[config.mk]
export PLATFORM = sky130hd
export DESIGN_NAME = rip_top
export DESIGN_NICKNAME = d
export VERILOG_FILES = /design/src/hw/rip_pkg.sv /design/src/hw/rip_buf2.sv /design/src/hw/rip_top.sv
export SDC_FILE = /design/constraint.sdc
export NUM_CORES = 1
export LEC_CHECK = 0
export BUFFER_PORTS_ARGS = -buffer_cell sky130_fd_sc_hd__buf_2
export CELL_PAD_IN_SITES_DETAIL_PLACEMENT = 0
export CELL_PAD_IN_SITES_GLOBAL_PLACEMENT = 1
export CORE_MARGIN = 2
export CORE_UTILIZATION = 40
export CTS_CLUSTER_DIAMETER = 40
export DETAILED_ROUTE_END_ITERATION = 10
export PLACE_DENSITY_LB_ADDON = 0.3
export SKIP_CTS_REPAIR_TIMING = 1
export SYNTH_ARGS = -nofsm -noshare
export SYNTH_HDL_FRONTEND = slang
export SYNTH_SLANG_ARGS = --single-unit
[constraint.sdc]
create_clock -name clk -period 2.35 [get_ports clk]
set_input_delay 0.235 -clock clk [delete_from_list [all_inputs] [get_ports clk]]
set_output_delay 0.235 -clock clk [all_outputs]
set_load 0.005 [all_outputs]
[src/hw/rip_pkg.sv]
// Functional notes
// - terminal time tag counter has its own counter, internal or external clock.
// - monitor time tag counter picks its own clock source independently.
// - master reset pin low resets the block; status register write requests soft resets.
// - each bus inhibit pin ORed with its configuration bit blocks that bus.
// - after master reset release, run RAM test unless the test-disable input is high.
// - self-init enable high at reset release copies EEPROM data into the configuration register and RAM.
// - self-init loads 0x0..0x1FFF, or only 0x0..0x07FF when short range is high.
// - short range input is ignored when self-init was disabled at reset.
// - ready stays low during self-init or RAM test, rises when both finish.
// - while not ready, host writes blocked and every read returns status register.
// - activity output high while the terminal processes a message.
// - monitor-activity-include bit 1 ORs monitor activity onto the activity output.
// - block is controller on a four-wire EEPROM port: select, clock, out, in.
// - terminal address and parity pins latched at master reset release.
package rip_pkg;
   localparam int ADDR_W = 13;
   localparam int DATA_W = 16;
   localparam logic [12:0] REG_CFG_ADDR = 13'h0000;
   localparam logic [12:0] REG_STATUS_ADDR = 13'h0001;
   localparam logic [15:0] CFG_RESET = 16'h0000;
   localparam int CFG_MON_ACT_BIT = 1;
   localparam int CFG_INH_A_BIT = 4;
   localparam int CFG_INH_B_BIT = 5;
   localparam int CFG_RT_EXT_BIT = 6;
   localparam int CFG_MT_EXT_BIT = 7;
   localparam int ST_RT_SRST_BIT = 0;
   localparam int ST_MT_SRST_BIT = 1;
   localparam int ST_SELF_EN_BIT = 11;
   localparam int ST_SHORT_BIT = 12;
   localparam int ST_TEST_BIT = 13;
   localparam int ST_INIT_BIT = 14;
   localparam int ST_READY_BIT = 15;
   localparam logic [12:0] INIT_LAST_FULL = 13'h1FFF;
   localparam logic [12:0] INIT_LAST_SHORT = 13'h07FF;
   localparam logic [7:0] EE_READ_CMD = 8'h03;
   localparam logic [15:0] EE_START_ADDR = 16'h0000;
   localparam logic [4:0] EE_HDR_LAST = 5'h17;
   localparam logic [4:0] EE_WORD_LAST = 5'h0F;
   localparam int CLK_NS = 50;
   localparam int SCK_HALF_NS = 200;
   localparam int SCK_HALF_CYC = (SCK_HALF_NS + CLK_NS - 1) / CLK_NS;
   localparam logic [3:0] SCK_TICK = 4'(SCK_HALF_CYC - 1);
   localparam int TT_INT_NS = 1000;
   localparam int TT_INT_CYC = (TT_INT_NS + CLK_NS - 1) / CLK_NS;
   localparam logic [4:0] TT_TICK = 5'(TT_INT_CYC - 1);
   localparam int BUF_W = ADDR_W + DATA_W;
   localparam logic [1:0] BUF_DEPTH = 2'h2;
   localparam int PIN_N = 15;
   localparam int PIN_MR = 0;
   localparam int PIN_RT_CLK = 1;
   localparam int PIN_MT_CLK = 2;
   localparam int PIN_INH_A = 3;
   localparam int PIN_INH_B = 4;
   localparam int PIN_TEST_DIS = 5;
   localparam int PIN_SELF_EN = 6;
   localparam int PIN_SHORT = 7;
   localparam int PIN_MISO = 8;
   localparam int PIN_ADDR_LO = 9;
   localparam int PIN_PARITY = 14;
   typedef enum logic [2:0] {
      SEQ_HOLD = 3'h0,
      SEQ_TEST = 3'h1,
      SEQ_INIT = 3'h3,
      SEQ_DRAIN = 3'h2,
      SEQ_RUN = 3'h6
   } rip_seq_e;
   typedef enum logic [1:0] {
      SPI_IDLE = 2'h0,
      SPI_HDR = 2'h1,
      SPI_DATA = 2'h3,
      SPI_END = 2'h2
   } rip_spi_e;
endpackage

[src/hw/rip_buf2.sv]
`timescale 1ns/1ps
module rip_buf2
   import rip_pkg::*;
#(
   parameter int W = 8
)
(
   input wire logic clk,
   input wire logic rst_n,
   input wire logic in_valid,
   input wire logic [W-1:0] in_data,
   output logic in_ready,
   output logic out_valid,
   output logic [W-1:0] out_data,
   input wire logic out_ready
);
   logic [W-1:0] slot0_q;
   logic [W-1:0] slot1_q;
   logic [1:0] cnt_q;
   logic [1:0] cnt_d;
   logic in_ready_q;
   logic out_valid_q;
   logic push;
   logic pop;

   assign push = in_valid & in_ready_q;
   assign pop = out_valid_q & out_ready;
   assign in_ready = in_ready_q;
   assign out_valid = out_valid_q;
   assign out_data = slot0_q;

   always_comb
   begin
      cnt_d = cnt_q;
      if (push && !pop)
      begin
         cnt_d = cnt_q + 2'h1;
      end
      else if (pop && !push)
      begin
         cnt_d = cnt_q - 2'h1;
      end
   end

   always_ff @(posedge clk)
   begin
      if (!rst_n)
      begin
         cnt_q <= 2'h0;
         in_ready_q <= 1'b0;
         out_valid_q <= 1'b0;
      end
      else
      begin
         cnt_q <= cnt_d;
         in_ready_q <= (cnt_d != BUF_DEPTH);
         out_valid_q <= (cnt_d != 2'h0);
      end
   end

   always_ff @(posedge clk)
   begin
      if (pop)
      begin
         slot0_q <= (cnt_q == 2'h1) ? in_data : slot1_q;
      end
      else if (push && cnt_q == 2'h0)
      begin
         slot0_q <= in_data;
      end
      if (push && !(pop && cnt_q == 2'h1))
      begin
         slot1_q <= in_data;
      end
   end
endmodule

[src/hw/rip_top.sv]
`timescale 1ns/1ps
module rip_top
   import rip_pkg::*;
(
   input wire logic clk,
   input wire logic reset_n,
   input wire logic master_reset_n,
   input wire logic rt_timetag_clock_in,
   input wire logic monitor_timetag_clock_in,
   input wire logic bus_a_transmit_inhibit,
   input wire logic bus_b_transmit_inhibit,
   input wire logic ram_test_disable,
   input wire logic self_init_enable,
   input wire logic self_init_short_range,
   input wire logic [4:0] terminal_address_pins,
   input wire logic terminal_address_parity_pin,
   input wire logic eeprom_miso,
   output logic eeprom_chip_select_n,
   output logic eeprom_serial_clock,
   output logic eeprom_mosi,
   input wire logic rt_busy,
   input wire logic mt_busy,
   output logic ram_test_req,
   input wire logic ram_test_done,
   input wire logic host_wr_en,
   input wire logic host_rd_en,
   input wire logic [12:0] host_addr,
   input wire logic [15:0] host_wr_data,
   output logic [15:0] host_rd_data,
   output logic host_rd_valid,
   output logic mem_wr_en,
   output logic [12:0] mem_wr_addr,
   output logic [15:0] mem_wr_data,
   input wire logic mem_wr_ready,
   input wire logic [15:0] mem_rd_data,
   output logic ready,
   output logic activity,
   output logic bus_a_tx_block,
   output logic bus_b_tx_block,
   output logic rt_soft_reset,
   output logic mt_soft_reset,
   output logic [15:0] rt_time_tag,
   output logic [15:0] mt_time_tag,
   output logic [4:0] terminal_address,
   output logic terminal_address_parity
);
   logic [PIN_N-1:0] pin_raw;
   logic [PIN_N-1:0] pin_meta_q;
   logic [PIN_N-1:0] pin_sync_q;
   logic mr_prev_q;
   logic mr_rise;
   logic core_rst;
   logic strap_en_q;
   logic strap_short_q;
   logic [4:0] term_addr_q;
   logic term_par_q;
   rip_seq_e seq_q;
   rip_spi_e spi_q;
   logic ready_q;
   logic test_req_q;
   logic [3:0] div_q;
   logic [4:0] bit_q;
   logic [23:0] tx_q;
   logic [15:0] rx_q;
   logic [12:0] word_addr_q;
   logic push_q;
   logic sck_q;
   logic cs_n_q;
   logic mosi_q;
   logic [12:0] last_addr;
   logic stall;
   logic buf_in_ready;
   logic buf_out_valid;
   logic [BUF_W-1:0] buf_out_data;
   logic mem_free;
   logic buf_take;
   logic [12:0] buf_addr;
   logic [15:0] buf_data;
   logic host_wr_ok;
   logic mem_wr_en_q;
   logic [12:0] mem_wr_addr_q;
   logic [15:0] mem_wr_data_q;
   logic [15:0] cfg_q;
   logic [15:0] status_w;
   logic [15:0] rd_data_q;
   logic rd_valid_q;
   logic rt_srst_q;
   logic mt_srst_q;
   logic blk_a_q;
   logic blk_b_q;
   logic act_q;
   logic [4:0] tt_div_q;
   logic int_tick;
   logic rt_clk_prev_q;
   logic mt_clk_prev_q;
   logic rt_tick;
   logic mt_tick;
   logic [15:0] rt_tt_q;
   logic [15:0] mt_tt_q;

   assign pin_raw = {terminal_address_parity_pin, terminal_address_pins, eeprom_miso,
                     self_init_short_range, self_init_enable, ram_test_disable,
                     bus_b_transmit_inhibit, bus_a_transmit_inhibit,
                     monitor_timetag_clock_in, rt_timetag_clock_in, master_reset_n};

   // every pin is foreign to clk; only the second stage is read
   always_ff @(posedge clk)
   begin
      if (!reset_n)
      begin
         pin_meta_q <= '0;
         pin_sync_q <= '0;
      end
      else
      begin
         pin_meta_q <= pin_raw;
         pin_sync_q <= pin_meta_q;
      end
   end

   // prev starts low so a pin already high at power-up counts as a release
   always_ff @(posedge clk)
   begin
      if (!reset_n)
      begin
         mr_prev_q <= 1'b0;
      end
      else
      begin
         mr_prev_q <= pin_sync_q[PIN_MR];
      end
   end

   assign mr_rise = pin_sync_q[PIN_MR] & ~mr_prev_q;
   assign core_rst = ~reset_n | ~pin_sync_q[PIN_MR];

   // straps taken on the release edge, pins ignored afterwards
   always_ff @(posedge clk)
   begin
      if (!reset_n)
      begin
         strap_en_q <= 1'b0;
         strap_short_q <= 1'b0;
         term_addr_q <= 5'h00;
         term_par_q <= 1'b0;
      end
      else if (mr_rise)
      begin
         strap_en_q <= pin_sync_q[PIN_SELF_EN];
         strap_short_q <= pin_sync_q[PIN_SELF_EN] & pin_sync_q[PIN_SHORT];
         term_addr_q <= pin_sync_q[PIN_ADDR_LO +: 5];
         term_par_q <= pin_sync_q[PIN_PARITY];
      end
   end

   always_ff @(posedge clk)
   begin
      if (core_rst)
      begin
         seq_q <= SEQ_HOLD;
      end
      else
      begin
         case (seq_q)
            SEQ_HOLD:
            begin
               if (mr_rise)
               begin
                  if (!pin_sync_q[PIN_TEST_DIS])
                  begin
                     seq_q <= SEQ_TEST;
                  end
                  else if (pin_sync_q[PIN_SELF_EN])
                  begin
                     seq_q <= SEQ_INIT;
                  end
                  else
                  begin
                     seq_q <= SEQ_RUN;
                  end
               end
            end
            SEQ_TEST:
            begin
               if (ram_test_done)
               begin
                  seq_q <= strap_en_q ? SEQ_INIT : SEQ_RUN;
               end
            end
            SEQ_INIT:
            begin
               if (spi_q == SPI_END && !push_q)
               begin
                  seq_q <= SEQ_DRAIN;
               end
            end
            SEQ_DRAIN:
            begin
               // last word must reach memory before ready rises
               if (!buf_out_valid && !mem_wr_en_q)
               begin
                  seq_q <= SEQ_RUN;
               end
            end
            SEQ_RUN:
            begin
               seq_q <= SEQ_RUN;
            end
            default:
            begin
               seq_q <= SEQ_HOLD;
            end
         endcase
      end
   end

   always_ff @(posedge clk)
   begin
      if (core_rst)
      begin
         ready_q <= 1'b0;
         test_req_q <= 1'b0;
      end
      else
      begin
         ready_q <= (seq_q == SEQ_RUN);
         test_req_q <= (seq_q == SEQ_TEST) & ~ram_test_done;
      end
   end

   assign last_addr = strap_short_q ? INIT_LAST_SHORT : INIT_LAST_FULL;
   // eeprom clock halts while a finished word waits for buffer room
   assign stall = push_q & ~buf_in_ready;

   always_ff @(posedge clk)
   begin
      if (core_rst)
      begin
         spi_q <= SPI_IDLE;
         cs_n_q <= 1'b1;
         sck_q <= 1'b0;
         mosi_q <= 1'b0;
         div_q <= 4'h0;
         bit_q <= 5'h00;
         tx_q <= 24'h000000;
         rx_q <= 16'h0000;
         word_addr_q <= 13'h0000;
         push_q <= 1'b0;
      end
      else
      begin
         if (push_q && buf_in_ready)
         begin
            push_q <= 1'b0;
            word_addr_q <= word_addr_q + 13'h0001;
         end
         case (spi_q)
            SPI_IDLE:
            begin
               if (seq_q == SEQ_INIT)
               begin
                  spi_q <= SPI_HDR;
                  cs_n_q <= 1'b0;
                  tx_q <= {EE_READ_CMD, EE_START_ADDR};
                  mosi_q <= EE_READ_CMD[7];
                  bit_q <= EE_HDR_LAST;
                  div_q <= 4'h0;
               end
            end
            SPI_HDR, SPI_DATA:
            begin
               if (!stall)
               begin
                  div_q <= (div_q == SCK_TICK) ? 4'h0 : div_q + 4'h1;
                  if (div_q == SCK_TICK)
                  begin
                     sck_q <= ~sck_q;
                     // falling edge: shift out next bit, take the settled input bit
                     if (sck_q && spi_q == SPI_HDR)
                     begin
                        if (bit_q == 5'h00)
                        begin
                           spi_q <= SPI_DATA;
                           bit_q <= EE_WORD_LAST;
                           mosi_q <= 1'b0;
                        end
                        else
                        begin
                           bit_q <= bit_q - 5'h01;
                           tx_q <= {tx_q[22:0], 1'b0};
                           mosi_q <= tx_q[22];
                        end
                     end
                     else if (sck_q)
                     begin
                        rx_q <= {rx_q[14:0], pin_sync_q[PIN_MISO]};
                        if (bit_q == 5'h00)
                        begin
                           push_q <= 1'b1;
                           bit_q <= EE_WORD_LAST;
                           if (word_addr_q == last_addr)
                           begin
                              spi_q <= SPI_END;
                           end
                        end
                        else
                        begin
                           bit_q <= bit_q - 5'h01;
                        end
                     end
                  end
               end
            end
            SPI_END:
            begin
               if (!push_q)
               begin
                  cs_n_q <= 1'b1;
               end
            end
            default:
            begin
               spi_q <= SPI_IDLE;
            end
         endcase
      end
   end

   rip_buf2 #(
      .W(BUF_W)
   ) u_buf (
      .clk(clk),
      .rst_n(~core_rst),
      .in_valid(push_q),
      .in_data({word_addr_q, rx_q}),
      .in_ready(buf_in_ready),
      .out_valid(buf_out_valid),
      .out_data(buf_out_data),
      .out_ready(mem_free)
   );

   assign mem_free = ~mem_wr_en_q | mem_wr_ready;
   assign buf_take = buf_out_valid & mem_free;
   assign buf_addr = buf_out_data[BUF_W-1:DATA_W];
   assign buf_data = buf_out_data[DATA_W-1:0];
   assign host_wr_ok = host_wr_en & ready_q;

   always_ff @(posedge clk)
   begin
      if (core_rst)
      begin
         mem_wr_en_q <= 1'b0;
         mem_wr_addr_q <= 13'h0000;
         mem_wr_data_q <= 16'h0000;
      end
      else
      begin
         if (mem_wr_en_q && mem_wr_ready)
         begin
            mem_wr_en_q <= 1'b0;
         end
         if (buf_take && buf_addr > REG_STATUS_ADDR)
         begin
            mem_wr_en_q <= 1'b1;
            mem_wr_addr_q <= buf_addr;
            mem_wr_data_q <= buf_data;
         end
         else if (host_wr_ok && host_addr > REG_STATUS_ADDR)
         begin
            mem_wr_en_q <= 1'b1;
            mem_wr_addr_q <= host_addr;
            mem_wr_data_q <= host_wr_data;
         end
      end
   end

   // status word is never loaded from the eeprom image
   always_ff @(posedge clk)
   begin
      if (core_rst)
      begin
         cfg_q <= CFG_RESET;
      end
      else if (buf_take && buf_addr == REG_CFG_ADDR)
      begin
         cfg_q <= buf_data;
      end
      else if (host_wr_ok && host_addr == REG_CFG_ADDR)
      begin
         cfg_q <= host_wr_data;
      end
   end

   always_ff @(posedge clk)
   begin
      if (core_rst)
      begin
         rt_srst_q <= 1'b0;
         mt_srst_q <= 1'b0;
      end
      else
      begin
         rt_srst_q <= host_wr_ok & (host_addr == REG_STATUS_ADDR)
                      & host_wr_data[ST_RT_SRST_BIT];
         mt_srst_q <= host_wr_ok & (host_addr == REG_STATUS_ADDR)
                      & host_wr_data[ST_MT_SRST_BIT];
      end
   end

   always_comb
   begin
      status_w = 16'h0000;
      status_w[ST_RT_SRST_BIT] = rt_srst_q;
      status_w[ST_MT_SRST_BIT] = mt_srst_q;
      status_w[ST_SELF_EN_BIT] = strap_en_q;
      status_w[ST_SHORT_BIT] = strap_short_q;
      status_w[ST_TEST_BIT] = (seq_q == SEQ_TEST);
      status_w[ST_INIT_BIT] = (seq_q == SEQ_INIT) | (seq_q == SEQ_DRAIN);
      status_w[ST_READY_BIT] = ready_q;
   end

   always_ff @(posedge clk)
   begin
      if (core_rst)
      begin
         rd_valid_q <= 1'b0;
         rd_data_q <= 16'h0000;
      end
      else
      begin
         rd_valid_q <= host_rd_en;
         if (host_rd_en)
         begin
            if (!ready_q || host_addr == REG_STATUS_ADDR)
            begin
               rd_data_q <= status_w;
            end
            else if (host_addr == REG_CFG_ADDR)
            begin
               rd_data_q <= cfg_q;
            end
            else
            begin
               rd_data_q <= mem_rd_data;
            end
         end
      end
   end

   always_ff @(posedge clk)
   begin
      if (core_rst)
      begin
         blk_a_q <= 1'b0;
         blk_b_q <= 1'b0;
         act_q <= 1'b0;
      end
      else
      begin
         blk_a_q <= pin_sync_q[PIN_INH_A] | cfg_q[CFG_INH_A_BIT];
         blk_b_q <= pin_sync_q[PIN_INH_B] | cfg_q[CFG_INH_B_BIT];
         act_q <= rt_busy | (cfg_q[CFG_MON_ACT_BIT] & mt_busy);
      end
   end

   // one shared prescaler feeds both internal time bases
   always_ff @(posedge clk)
   begin
      if (core_rst)
      begin
         tt_div_q <= 5'h00;
         rt_clk_prev_q <= 1'b0;
         mt_clk_prev_q <= 1'b0;
      end
      else
      begin
         tt_div_q <= (tt_div_q == TT_TICK) ? 5'h00 : tt_div_q + 5'h01;
         rt_clk_prev_q <= pin_sync_q[PIN_RT_CLK];
         mt_clk_prev_q <= pin_sync_q[PIN_MT_CLK];
      end
   end

   assign int_tick = (tt_div_q == TT_TICK);
   assign rt_tick = cfg_q[CFG_RT_EXT_BIT] ?
                    (pin_sync_q[PIN_RT_CLK] & ~rt_clk_prev_q) : int_tick;
   assign mt_tick = cfg_q[CFG_MT_EXT_BIT] ?
                    (pin_sync_q[PIN_MT_CLK] & ~mt_clk_prev_q) : int_tick;

   always_ff @(posedge clk)
   begin
      if (core_rst || rt_srst_q)
      begin
         rt_tt_q <= 16'h0000;
      end
      else if (rt_tick)
      begin
         rt_tt_q <= rt_tt_q + 16'h0001;
      end
   end

   always_ff @(posedge clk)
   begin
      if (core_rst || mt_srst_q)
      begin
         mt_tt_q <= 16'h0000;
      end
      else if (mt_tick)
      begin
         mt_tt_q <= mt_tt_q + 16'h0001;
      end
   end

   assign eeprom_chip_select_n = cs_n_q;
   assign eeprom_serial_clock = sck_q;
   assign eeprom_mosi = mosi_q;
   assign ram_test_req = test_req_q;
   assign host_rd_data = rd_data_q;
   assign host_rd_valid = rd_valid_q;
   assign mem_wr_en = mem_wr_en_q;
   assign mem_wr_addr = mem_wr_addr_q;
   assign mem_wr_data = mem_wr_data_q;
   assign ready = ready_q;
   assign activity = act_q;
   assign bus_a_tx_block = blk_a_q;
   assign bus_b_tx_block = blk_b_q;
   assign rt_soft_reset = rt_srst_q;
   assign mt_soft_reset = mt_srst_q;
   assign rt_time_tag = rt_tt_q;
   assign mt_time_tag = mt_tt_q;
   assign terminal_address = term_addr_q;
   assign terminal_address_parity = term_par_q;
endmodule

Word level (Yosys, flattened, before mapping). Cells that the tools add are included.

Register bits: 280. Input port bits: 68.

Add/subtract/negate cells: 8. $lt $le $gt $ge: 2. Equality and inequality tests: 26. Multiplexer cells: 68. Bitwise gates (word level): 30. Reduce and logical (&&, ||, !) cells: 48.

Operators by type and width (count): 23-bit two-way mux (5); 16-bit two-way mux (6); 29-bit two-way mux (3); 23-bit one-hot mux with 2 select lines (1); 13-bit two-way mux (3); 16-bit by 1-bit adder with 16-bit output (second input constant) (2); 5-bit two-way mux (6); 13-bit by 1-bit > comparator with 1-bit output (second input constant) (2); 13-bit zero test (2); 2-bit inequality test (second input constant) (12); 3-bit two-way mux (7); 2-bit two-way mux (10); 1-bit two-way mux (18); 3-bit one-hot mux with 5 select lines (1); 5-bit AND reduction (3); 1-bit logical AND (14); 13-bit by 1-bit adder with 13-bit output (second input constant) (1); 1-bit bitwise AND (13); 13-bit by 1-bit equality test with 1-bit output (second input constant) (1); 13-bit equality test (1); 4-bit two-way mux (3); 2-bit nonzero test (6); 1-bit NOT (11); 5-bit one-hot mux with 2 select lines (1); 28 further kinds (50).

Longest topological paths before layout. Gate-level depths: netlist (run 1).

Depth after elaboration: 9. Gate-level depth with buffers: 7. Mapped depth without buffers: 6.

By module. From an unflattened synthesis (run 1), not the netlist that was laid out.

Cells, all modules: 1098. Area total of the unflattened synthesis: 11068.1 um2.

By module, submodules not included: rip_top (instances 1, cells each 977, area each 8694.6 um2, sequential area each 4043.9 um2); rip_buf2 (instances 1, cells each 121, area each 2373.5 um2, sequential area each 1821.7 um2).

Least setup slack after synthesis (run 1). Ideal clock, no wire load.

Kind: reg2reg. Start: register mem_wr_en_q (netlist: mem_wr_en). End: register u_buf.slot1_q[0], enable pin. Library setup time: 0.425 ns. Arrival time: 2.175 ns. Data required time: 1.925 ns. Slack: -0.250 ns. Stages on the path, launching flop included: 4. Cells stage by stage: dfxtp_1 -> nor2b_1 -> nor2_1 -> a21oi_1.

Longest elaborated chain between the ends: 6.

RTL lines: start, declared (RTL line rip_top.sv:80) `logic mem_wr_en_q;`; start signal, assigned (RTL line rip_top.sv:352) `mem_wr_en_q <= 1'b0;`; start signal, assigned (RTL line rip_top.sv:360) `mem_wr_en_q <= 1'b0;`; start signal, assigned (RTL line rip_top.sv:364) `mem_wr_en_q <= 1'b1;`; 1-bit NOT (RTL line rip_top.sv:342) `assign mem_free = ~mem_wr_en_q | mem_wr_ready;`; 1-bit OR (RTL line rip_top.sv:342); 1-bit bitwise AND (RTL line rip_buf2.sv:27) `assign pop = out_valid_q & out_ready;`; 1-bit logical AND (RTL line rip_buf2.sv:71) `if (push && !(pop && cnt_q == 2'h1))`; 1-bit zero test (RTL line rip_buf2.sv:71); 1-bit logical AND (RTL line rip_buf2.sv:71); end signal, assigned (RTL line rip_buf2.sv:73) `slot1_q <= in_data;`; end, declared (RTL line rip_buf2.sv:18) `logic [W-1:0] slot1_q;`.

No other way between the ends. A chain may end at the register's enable or synchronous reset.

Worst setup path after layout (run 1).
Start: register tt_div_q[0]. End: register mt_tt_q[15] (netlist: mt_time_tag[15]).

Longest elaborated chain between the ends: 2.

RTL lines: start, declared (RTL line rip_top.sv:92) `logic [4:0] tt_div_q;`; start signal, assigned (RTL line rip_top.sv:477) `tt_div_q <= (tt_div_q == TT_TICK) ? 5'h00 : tt_div_q + 5'h01;`; 5-bit equality test (RTL line rip_top.sv:483) `assign int_tick = (tt_div_q == TT_TICK);`; 1-bit two-way mux (RTL line rip_top.sv:486) `assign mt_tick = cfg_q[CFG_MT_EXT_BIT] ?`; end signal, assigned (RTL line rip_top.sv:509) `mt_tt_q <= mt_tt_q + 16'h0001;`; end, declared (RTL line rip_top.sv:99) `logic [15:0] mt_tt_q;`.

No other way between the ends.

==> results.py, run 1 <==
metrics = {
    "outcome": {
        "status": "completed",
    },
    "logic_synthesis": {
        "synth_top_family_by_area": "simple AND/OR/NAND/NOR gates",
        "yosys.area_share.xor_xnor_pct": 1.65,
        "synth_cells": 1116,
        "avgSynthCellArea_sq_um": 9.80,
        "synth_adder_area_share_pct": 0.915,
        "synthArstFlopShare_pct": 0,
        "syn_nets": 1192,
        "ys_seq_area_share_pct": 53.6,
        "ys_ff_latch": 264,
        "synth-compound-area-share_pct": 14.3,
        "synth_mux_area_share_pct": 5.01,
        "synth_cell_types": 69,
        "synth_ff_type": "dfxtp_1",
        "synth-edff-count": 58,
        "yosys.area_share.simple_pct": 21.1,
        "netlist_area_sq_um": 10900,
        "yosysWarnings": 0,
    },
    "route": {
        "ant_nets": 0,
        "vias_per_cell": 5.48,
        "via_count": 9165,
        "wl_microns": 30200,
        "route.detailed.drc": 0,
        "first_pass_iters": 5,
        "wire_per_inst_microns": 18.1,
        "drt_iter0_drc": 761,
    },
    "sta": {
        "clock_skew_ns": 0.0245,
        "slew_headroom_pct": 54.3,
        "setup_violations": 0,
        "rsz0062_at_grt": "false",
        "fmax_ghz": 0.479,
        "fin_crit_sh_pct": 88.9,
        "finalSetupTns_ns": 0,
        "finalHoldViolCount": 0,
        "layout_setup_ws_ns": 0.261,
        "slew_violations": 0,
        "worstMarginPinSlew_ns": 0.683,
        "final.min_clock_period_ns": 2.09,
    },
    "setup_path": {
        "r2r-start": "tt_div_q[0]$_SDFF_PP0_",
        "rrSetupSlack_ns": 0.26,
        "critPathLaunchType": "flip-flop",
        "cp-startpoint": "tt_div_q[0]$_SDFF_PP0_",
        "cp_max_fo": 13,
        "critPathKind": "flip-flop to flip-flop",
        "worst_setup_path_end_kind": "flip-flop",
        "critPathArrivalTime_ns": 2.51,
        "required_ns": 2.77,
    },
    "grt": {
        "grt.overflow.total": 0,
        "grt_pass1_vias": 8532,
        "grt_max_degree": 88,
        "grtUsageTotal_pct": 20.6,
        "grt_pass1_wl_microns": 47000,
        "antenna_found_initial": 1,
    },
    "place": {
        "dp_hpwl_microns": 21000,
        "place_inst": 1581,
        "pre_cts_ws_ns": 0.268,
        "gp_congestion": 0.862,
        "portBuffers": 162,
    },
    "floorplan": {
        "die-height_microns": 169,
        "initial_core_util_pct": 40.7,
        "die_w_microns": 169,
        "fp-row-count": 60,
        "coreArea_sq_um": 26900,
        "dieArea_sq_um": 28700,
        "ios": 163,
    },
    "cts": {
        "cts_tree": "done",
        "clockRootBuffer": "clkbuf_16",
        "numCtsBuffers": 38,
        "htree_levels": 2,
        "clock_sinks": 264,
        "clk_path_buf_depth": 3,
        "clock_latency_ns": 0.52,
        "path_clk_slew_ns": 0.05,
    },
    "worst_hold_path": {
        "hp-start": "mem_rd_data[5]",
        "hold_path.class": "input port to flip-flop",
    },
    "power": {
        "p_leak_uw": 0.00491,
        "powerDensity_nw_per_um2": 757,
        "peakVddDrop_mv": 0.478,
    },
    "layout": {
        "area_delta_synth_final_pct": 24.5,
        "final_net_count": 1376,
        "final_cell_mix": "206 x dfxtp_1, 165 x nand2_1, 162 x buf_2",
        "fillers": 2526,
        "layout_commonest_cell": "dfxtp_1",
        "drive_above_1_share_pct": 23.7,
        "fin_cells": 1671,
    },
    "job": {
        "maxCapViolations": 0,
    },
}
area by class of cell:
class                           instances  area [sq um]  share of cell area, %
Timing Repair Buffer                  216          1320                   9.67
Clock buffer                           42          1010                   7.40
Multi-Input combinational cell        763          4710                   34.6
Sequential cell                       264          5870                   43.1
Clock inverter                         27           228                   1.67
Antenna cell                            1          2.50                 0.0184
Inverter                               17          63.8                  0.469
Tap cell                              341           427                   3.13
where the power goes:
| part | switching (uW) | internal (uW) | leakage [uW] |
|---|---|---|---|
| registers | 10.4 | 4640 | 0.00206 |
| logic | 113 | 98.6 | 0.00225 |
| clock network | 2180 | 3270 | 0.000598 |
| total | 2300 | 8010 | 0.00491 |
registers in the layout (all words and copies together), names as in the netlist, 2 cells and up:
register          flops
tx_q                  7
terminal_address      5
word_addr_q          13
bit_q                 5
pin_sync_q           15
div_q                 4
u_buf.slot1_q        29
seq_q                 3
u_buf.cnt_q           2
cfg_q                16
u_buf.out_data       29
spi_q                 2
mem_wr_addr          13
rx_q                 16
tt_div_q              5
mem_wr_data          16
host_rd_data         16
mt_time_tag          16
pin_meta_q           15
rt_time_tag          16
cell families after synthesis:
| logic type | after synthesis |
|---|---|
| simple gates | 457 |
| flops | 264 |
| compound gates | 228 |
| buf+inv | 89 |
| mux | 51 |
| xor+xnor | 19 |
| fa+ha+maj | 8 |
cell usage after synthesis (16+ instances only):
cell type / count / area share, %
a21oi_1: 61 / 2.8
o31ai_1: 18 / 1.2
a311oi_1: 34 / 2.7
or3_1: 16 / 0.91
and2_1: 37 / 2.1
nor3_1: 45 / 2.1
nand2_1: 166 / 5.7
nand3_1: 39 / 1.8
mux2i_1: 21 / 1.9
edfxtp_1: 58 / 16
clkbuf_1: 47 / 1.6
nand4_1: 21 / 1.2
nor2_1: 52 / 1.8
dfxtp_1: 206 / 38
mux2_2: 30 / 3.1
o21ai_0: 33 / 1.5
critical path, cell delays in order (launching register included):
cell and delay [ns]:
dfxtp_1 0.35, ha_1 0.23, nand4bb_1 0.33, o22a_1 0.45
or4_1 0.50, a21oi_1 0.15
per-stage QoR:
stage,power (uW),hold WS (ns),instance area (sq um),util [%]
after floorplan,4820,0.312,10900,-
after global placement,4930,0.413,12200,45.3
after detailed placement,4930,0.417,12200,45.3
after CTS,10400,-0.110,13400,49.9
after global routing,10600,0.0275,13600,50.7
final,10300,0.0132,13600,50.7
per-layer routing:
layer / track usage [%] / part of all wire [%]
met5: 0 / 0
met4: 7.54 / 3.0
met3: 3.45 / 5.7
met2: 31.8 / 45
met1: 29.0 / 46
worst paths after layout:
check	end	depth (start not counted)
max	mt_time_tag[15]$_SDFFE_PP0P_	5
min	host_rd_data[5]$_SDFFE_PP0P_	3
max reg2reg	mt_time_tag[15]$_SDFFE_PP0P_	5
min reg2reg	pin_sync_q[12]$_SDFF_PN0_	1
Note: power is estimated with default switching activity, not from simulation.
==> inputs of run 2 (changes only) <==
- CORE_UTILIZATION: 40 -> 35
==> run 2 against run 1 <==
- the flow now finishes with violations (hold timing)
- sequential power about the same
- cell area rose by 3.1%
- combinational power rose by 4%
- sequential share of layout area decreased by 1.3 points
- clock-buffer cell count grew 12
- largest cell class unchanged
- first-iteration DRC count is 13% lower
- non-clock buffer count is 9 higher
- worst setup slack worse by 0.0021 ns
- register-to-register slack hardly changed
- critical path type unchanged
- worst hold slack worse by 0.019 ns
- critical path depth shrank 1
==> results.py, run 2 (synthesis gave the netlist of run 1 again) <==
metrics = {
    "worst_hold_path": {
        "hold_path.class": "input port to flip-flop",
    },
    "route": {
        "wire_per_inst_microns": 18.2,
        "drt_iter0_drc": 665,
        "route.detailed.drc": 0,
        "vias_per_cell": 5.27,
        "first_pass_iters": 7,
        "wl_microns": 31800,
        "ant_nets": 0,
        "via_count": 9191,
    },
    "setup_path": {
        "worst_setup_path_end_kind": "flip-flop",
        "crit_path_cell_trace": "nor4_1, nand3_1, or2_1, a311oi_1",
        "slowest_stage": "nor4_1",
        "crit_family": "simple AND/OR/NAND/NOR gates",
        "critPathKind": "flip-flop to flip-flop",
        "critPathArrivalTime_ns": 2.51,
        "cpPeakStageDelay_ns": 0.51,
        "critPathLaunchType": "flip-flop",
        "worst-path-buf-inv": 0,
        "cp_max_fo": 16,
        "required_ns": 2.77,
    },
    "grt": {
        "grt_pass1_wl_microns": 49800,
        "grtUsageTotal_pct": 18.9,
        "grt_pass1_vias": 8642,
        "antenna_found_initial": 3,
        "grt_max_degree": 88,
        "grt.overflow.total": 0,
    },
    "place": {
        "portBuffers": 162,
        "postPlaceCellArea_sq_um": 12300,
        "gp_congestion": 0.803,
        "place_inst": 1644,
        "dp_hpwl_microns": 22200,
    },
    "sta": {
        "fin_crit_sh_pct": 89.0,
        "slew_violations": 0,
        "final.min_clock_period_ns": 2.09,
        "slew_headroom_pct": 56.0,
        "rsz0062_at_grt": "false",
        "fmax_ghz": 0.478,
        "holdWs_ns": -0.00590,
        "clock_skew_ns": 0.0225,
        "finalHoldViolCount": 1,
        "worstMarginPinSlew_ns": 0.654,
        "finalSetupTns_ns": 0,
        "setup_violations": 0,
    },
    "layout": {
        "area_delta_synth_final_pct": 28.3,
        "fillers": 2924,
        "final_cell_mix": "206 x dfxtp_1, 165 x nand2_1, 162 x buf_2",
        "regArea_sq_um": 5870,
        "final_net_count": 1390,
        "drive_above_1_share_pct": 24.3,
        "fin_cells": 1745,
        "final_area_sq_um": 14000,
        "multi_input_area_sq_um": 4710,
        "layout_commonest_cell": "dfxtp_1",
    },
    "cts": {
        "numCtsBuffers": 43,
        "clock_sinks": 264,
        "cts_tree": "done",
        "clock_latency_ns": 0.53,
        "clk_path_buf_depth": 3,
        "htree_levels": 2,
        "path_clk_slew_ns": 0.05,
        "clockRootBuffer": "clkbuf_16",
    },
    "floorplan": {
        "coreArea_sq_um": 30700,
        "ios": 163,
        "fp-row-count": 64,
        "die_w_microns": 181,
        "initial_core_util_pct": 35.7,
        "dieArea_sq_um": 32700,
        "die-height_microns": 181,
    },
    "outcome": {
        "status": "finished, violations left",
        "violations": "hold timing",
    },
    "power": {
        "power.total_uw": 11400,
        "p_switching_uw": 2380,
        "p_int_uw": 9010,
        "switching_share_pct": 20.9,
        "combPwrFrac_pct": 1.9,
        "p_leak_uw": 0.00508,
        "peakVddDrop_mv": 0.440,
        "powerDensity_nw_per_um2": 811,
        "seq_power_share_pct": 40.9,
        "clkPwrFrac_pct": 57.2,
    },
    "job": {
        "maxCapViolations": 0,
    },
}
==> run 2: cell count changes in the layout (fill, tap and decap cells not counted) <==
| cell | before | now |
|---|---|---|
| bufinv_16 | 1 | 6 |
| inv_6 | 5 | 3 |
| inv_4 | 0 | 1 |
| clkinvlp_4 | 6 | 5 |
| clkbuf_16 | 39 | 45 |
| inv_8 | 2 | 1 |
| clkbuf_1 | 1 | 7 |
| dlygate4sd3_1 | 20 | 21 |
| clkinv_2 | 8 | 4 |
| clkinv_1 | 1 | 0 |
| buf_4 | 30 | 38 |
| clkinv_4 | 3 | 4 |
==> run 2: worst reg2reg max path: stages, from the launching register on <==
cell,delay [ns]
edfxtp_1,0.40
nor4_1,0.51
nand3_1,0.22
or2_1,0.52
a311oi_1,0.34
==> run 2: routing by layer <==
metal | up-vias | GRT usage [%] | part of all wire, %
met4 | 2 | 5.29 | 2.1
met1 | 4406 | 25.5 | 46
met2 | 242 | 30.9 | 47
met3 | 50 | 3.43 | 4.7
met5 | - | 0 | 0.041
li1 | 4491 | - | -
==> run 2: metrics by stage <==
step / setup WS, ns / hold slack [ns] / utilization, %
2_1_floorplan: 0.170 / 0.312 / -
3_3_place_gp: 0.275 / 0.414 / 40.1
3_5_place_dp: 0.265 / 0.418 / 40.1
4_1_cts: 0.245 / -0.101 / 45.1
5_1_grt: 0.0369 / 0.00297 / 45.8
6_report: 0.258 / -0.00590 / 45.8
==> run 2: final timing paths <==
kind,start,to,slack (ns),cells past startpoint
worst max register to register,u_buf.out_data[28]$_DFFE_PP_,cfg_q[2]$_SDFFE_PP0P_,0.26,4
worst min register to register,pin_meta_q[13]$_SDFF_PN0_,pin_sync_q[13]$_SDFF_PN0_,0.42,1
worst min-delay path,mem_rd_data[2],host_rd_data[2]$_SDFFE_PP0P_,-0.006,3
worst max-delay path,u_buf.out_data[28]$_DFFE_PP_,cfg_q[2]$_SDFFE_PP0P_,0.26,4
==> run 2: layout make-up <==
cell class	instances	area share [%]
diodes	1	0.0178
clock buffers	54	8.41
clock inverters	25	2.37
inverters	17	0.455
multi-input cells	763	33.5
flip-flops and latches	264	41.8
well taps	396	3.53
repair buffers	225	9.88
==> run 2: power groups by stage <==
stage | combinational, uW | sequential (uW) | clock [uW]
3_3_place_gp | 193 | 4750 | 0
4_1_cts | 194 | 4660 | 6650
3_5_place_dp | 193 | 4750 | 0
2_1_floorplan | 77.6 | 4750 | 0
6_report | 220 | 4660 | 6510
5_1_grt | 238 | 4660 | 6860
==> inputs of run 3 (changes only) <==
==> constraint.sdc (replaced) <==
create_clock -name clk -period 2.35 [get_ports clk]
set_input_delay 0.705 -clock clk [delete_from_list [all_inputs] [get_ports clk]]
set_output_delay 0.705 -clock clk [all_outputs]
set_load 0.005 [all_outputs]
==> run 3 against run 2 <==
- the flow now finishes without violations
- first-iteration DRC count down 7.8%
- routed wire length is 2.0% lower
- cell area decreased by 0.31%
- via count fell by 0.60%
- critical path depth is 1 higher
- sequential share of layout area grew 0.13 points
- clock skew fell by 0.012 ns
- non-clock buffer count stayed put
- die area stayed put
- clock power grew 1%
- sequential power about the same
- worst setup slack got worse by 0.044 ns
- critical endpoint is now mt_time_tag[15]$_SDFFE_PP0P_
- largest cell class unchanged
==> results.py, run 3 (synthesis gave the netlist of run 1 again) <==
metrics = {
    "outcome": {
        "status": "completed",
    },
    "sta": {
        "worstMarginPinSlew_ns": 0.642,
        "rsz0062_at_grt": "false",
        "holdWs_ns": 0.392,
        "setup_violations": 0,
        "finalHoldViolCount": 0,
        "fmax_ghz": 0.468,
        "final.min_clock_period_ns": 2.14,
        "slew_headroom_pct": 57.1,
        "fin_crit_sh_pct": 90.9,
        "finalSetupTns_ns": 0,
        "slew_violations": 0,
        "clock_skew_ns": 0.0104,
    },
    "route": {
        "drt_iter0_drc": 613,
        "vias_per_cell": 5.24,
        "via_count": 9136,
        "first_pass_iters": 5,
        "route.detailed.drc": 0,
        "ant_nets": 0,
        "wire_per_inst_microns": 17.9,
        "wl_microns": 31200,
    },
    "worst_hold_path": {
        "hold_depth": 2,
        "hold_path.class": "input port to flip-flop",
    },
    "place": {
        "dp_hpwl_microns": 22600,
        "postPlaceCellArea_sq_um": 12500,
        "gp_congestion": 0.789,
        "portBuffers": 162,
    },
    "grt": {
        "antenna_found_initial": 0,
        "grt_pass1_wl_microns": 49200,
        "grt_pass1_vias": 8897,
        "grt.overflow.total": 0,
        "grt_max_degree": 45,
        "grtUsageTotal_pct": 18.6,
    },
    "power": {
        "combPwrFrac_pct": 1.8,
        "peakVddDrop_mv": 0.430,
        "p_leak_uw": 0.00510,
        "p_int_uw": 9070,
        "switching_share_pct": 20.8,
        "p_switching_uw": 2380,
        "clkPwrFrac_pct": 57.6,
        "seq_power_share_pct": 40.7,
        "powerDensity_nw_per_um2": 818,
    },
    "setup_path": {
        "required_ns": 2.80,
        "worst_setup_path_end_kind": "flip-flop",
        "cp_max_fo": 13,
        "r2r_cells": 5,
        "critPathLaunchType": "flip-flop",
        "critPathArrivalTime_ns": 2.58,
        "critPathKind": "flip-flop to flip-flop",
    },
    "layout": {
        "drive_above_1_share_pct": 26.1,
        "layout_commonest_cell": "dfxtp_1",
        "final_area_sq_um": 14000,
        "fillers": 2958,
        "final_net_count": 1389,
        "final_cell_mix": "206 x dfxtp_1, 164 x nand2_1, 162 x buf_2",
        "final_util_pct": 45.6,
        "area_delta_synth_final_pct": 27.9,
    },
    "job": {
        "maxCapViolations": 0,
    },
    "floorplan": {
        "die_w_microns": 181,
        "coreArea_sq_um": 30700,
        "ios": 163,
        "initial_core_util_pct": 35.7,
        "fp-row-count": 64,
        "die-height_microns": 181,
        "dieArea_sq_um": 32700,
    },
    "cts": {
        "path_clk_slew_ns": 0.06,
        "clockRootBuffer": "clkbuf_16",
        "htree_levels": 2,
        "clk_path_buf_depth": 3,
        "clock_latency_ns": 0.51,
        "numCtsBuffers": 42,
        "cts_tree": "done",
        "clock_sinks": 264,
    },
}
-- run 3: cell count changes in the layout (fill, tap and decap cells not counted), moves of 2 or more --
cell,before,now
dlygate4sd3_1,21,0
clkbuf_8,2,6
clkinv_2,4,2
clkbuf_16,45,43
clkbuf_1,7,2
buf_4,38,59
inv_6,3,8
clkinv_4,4,2
-- run 3: cell type report --
type                    count  area [sq um]  share of cell area, %
flip-flops and latches    264          5870                   41.9
multi-input cells         763          4710                   33.7
repair buffers            225          1330                   9.53
clock buffers              51          1170                   8.34
well taps                 396           495                   3.54
clock inverters            25           353                   2.52
inverters                  17          63.8                  0.456
diodes                      1          2.50                 0.0179
-- run 3: power by group through the flow --
| stage | registers, uW | clock network (uW) | logic [uW] |
|---|---|---|---|
| detailed placement | 4750 | 0 | 204 |
| CTS | 4660 | 6720 | 205 |
| floorplan | 4750 | 0 | 77.6 |
| global route | 4660 | 6920 | 221 |
| finish | 4660 | 6590 | 203 |
| global placement | 4750 | 0 | 205 |
-- run 3: through the flow --
stage / worst slack (ns) / total power (uW) / instances
finish: 0.214 / 11400 / 1742
global route: 0.0651 / 11800 / 1741
CTS: 0.203 / 11600 / 1741
detailed placement: -0.142 / 4960 / 1665
global placement: -0.179 / 4950 / 1665
floorplan: 0.0362 / 4820 / 1116
-- run 3: worst paths after layout --
kind	from	endpoint	slack (ns)
setup / recovery	tt_div_q[0]$_SDFF_PP0_	mt_time_tag[15]$_SDFFE_PP0P_	0.21
hold / removal	ram_test_done	ram_test_req$_SDFF_PP0_	0.39
setup reg to reg	tt_div_q[0]$_SDFF_PP0_	mt_time_tag[15]$_SDFFE_PP0P_	0.21
hold reg to reg	pin_meta_q[11]$_SDFF_PN0_	pin_sync_q[11]$_SDFF_PN0_	0.43
-- run 3: worst max-delay path, stage by stage, from the launching register on --
cell       delay [ns]
dfxtp_1          0.35
ha_1             0.24
nand4bb_1        0.34
o22a_1           0.47
or4_1            0.52
a21oi_1          0.14
-- run 3: per-layer routing --
metal	global-route usage [%]	vias to the layer above	part of all wire, %
met3	3.43	67	4.7
li1	-	4492	-
met4	7.10	0	3.3
met1	23.9	4344	44
met2	31.0	233	47
met5	0	-	0
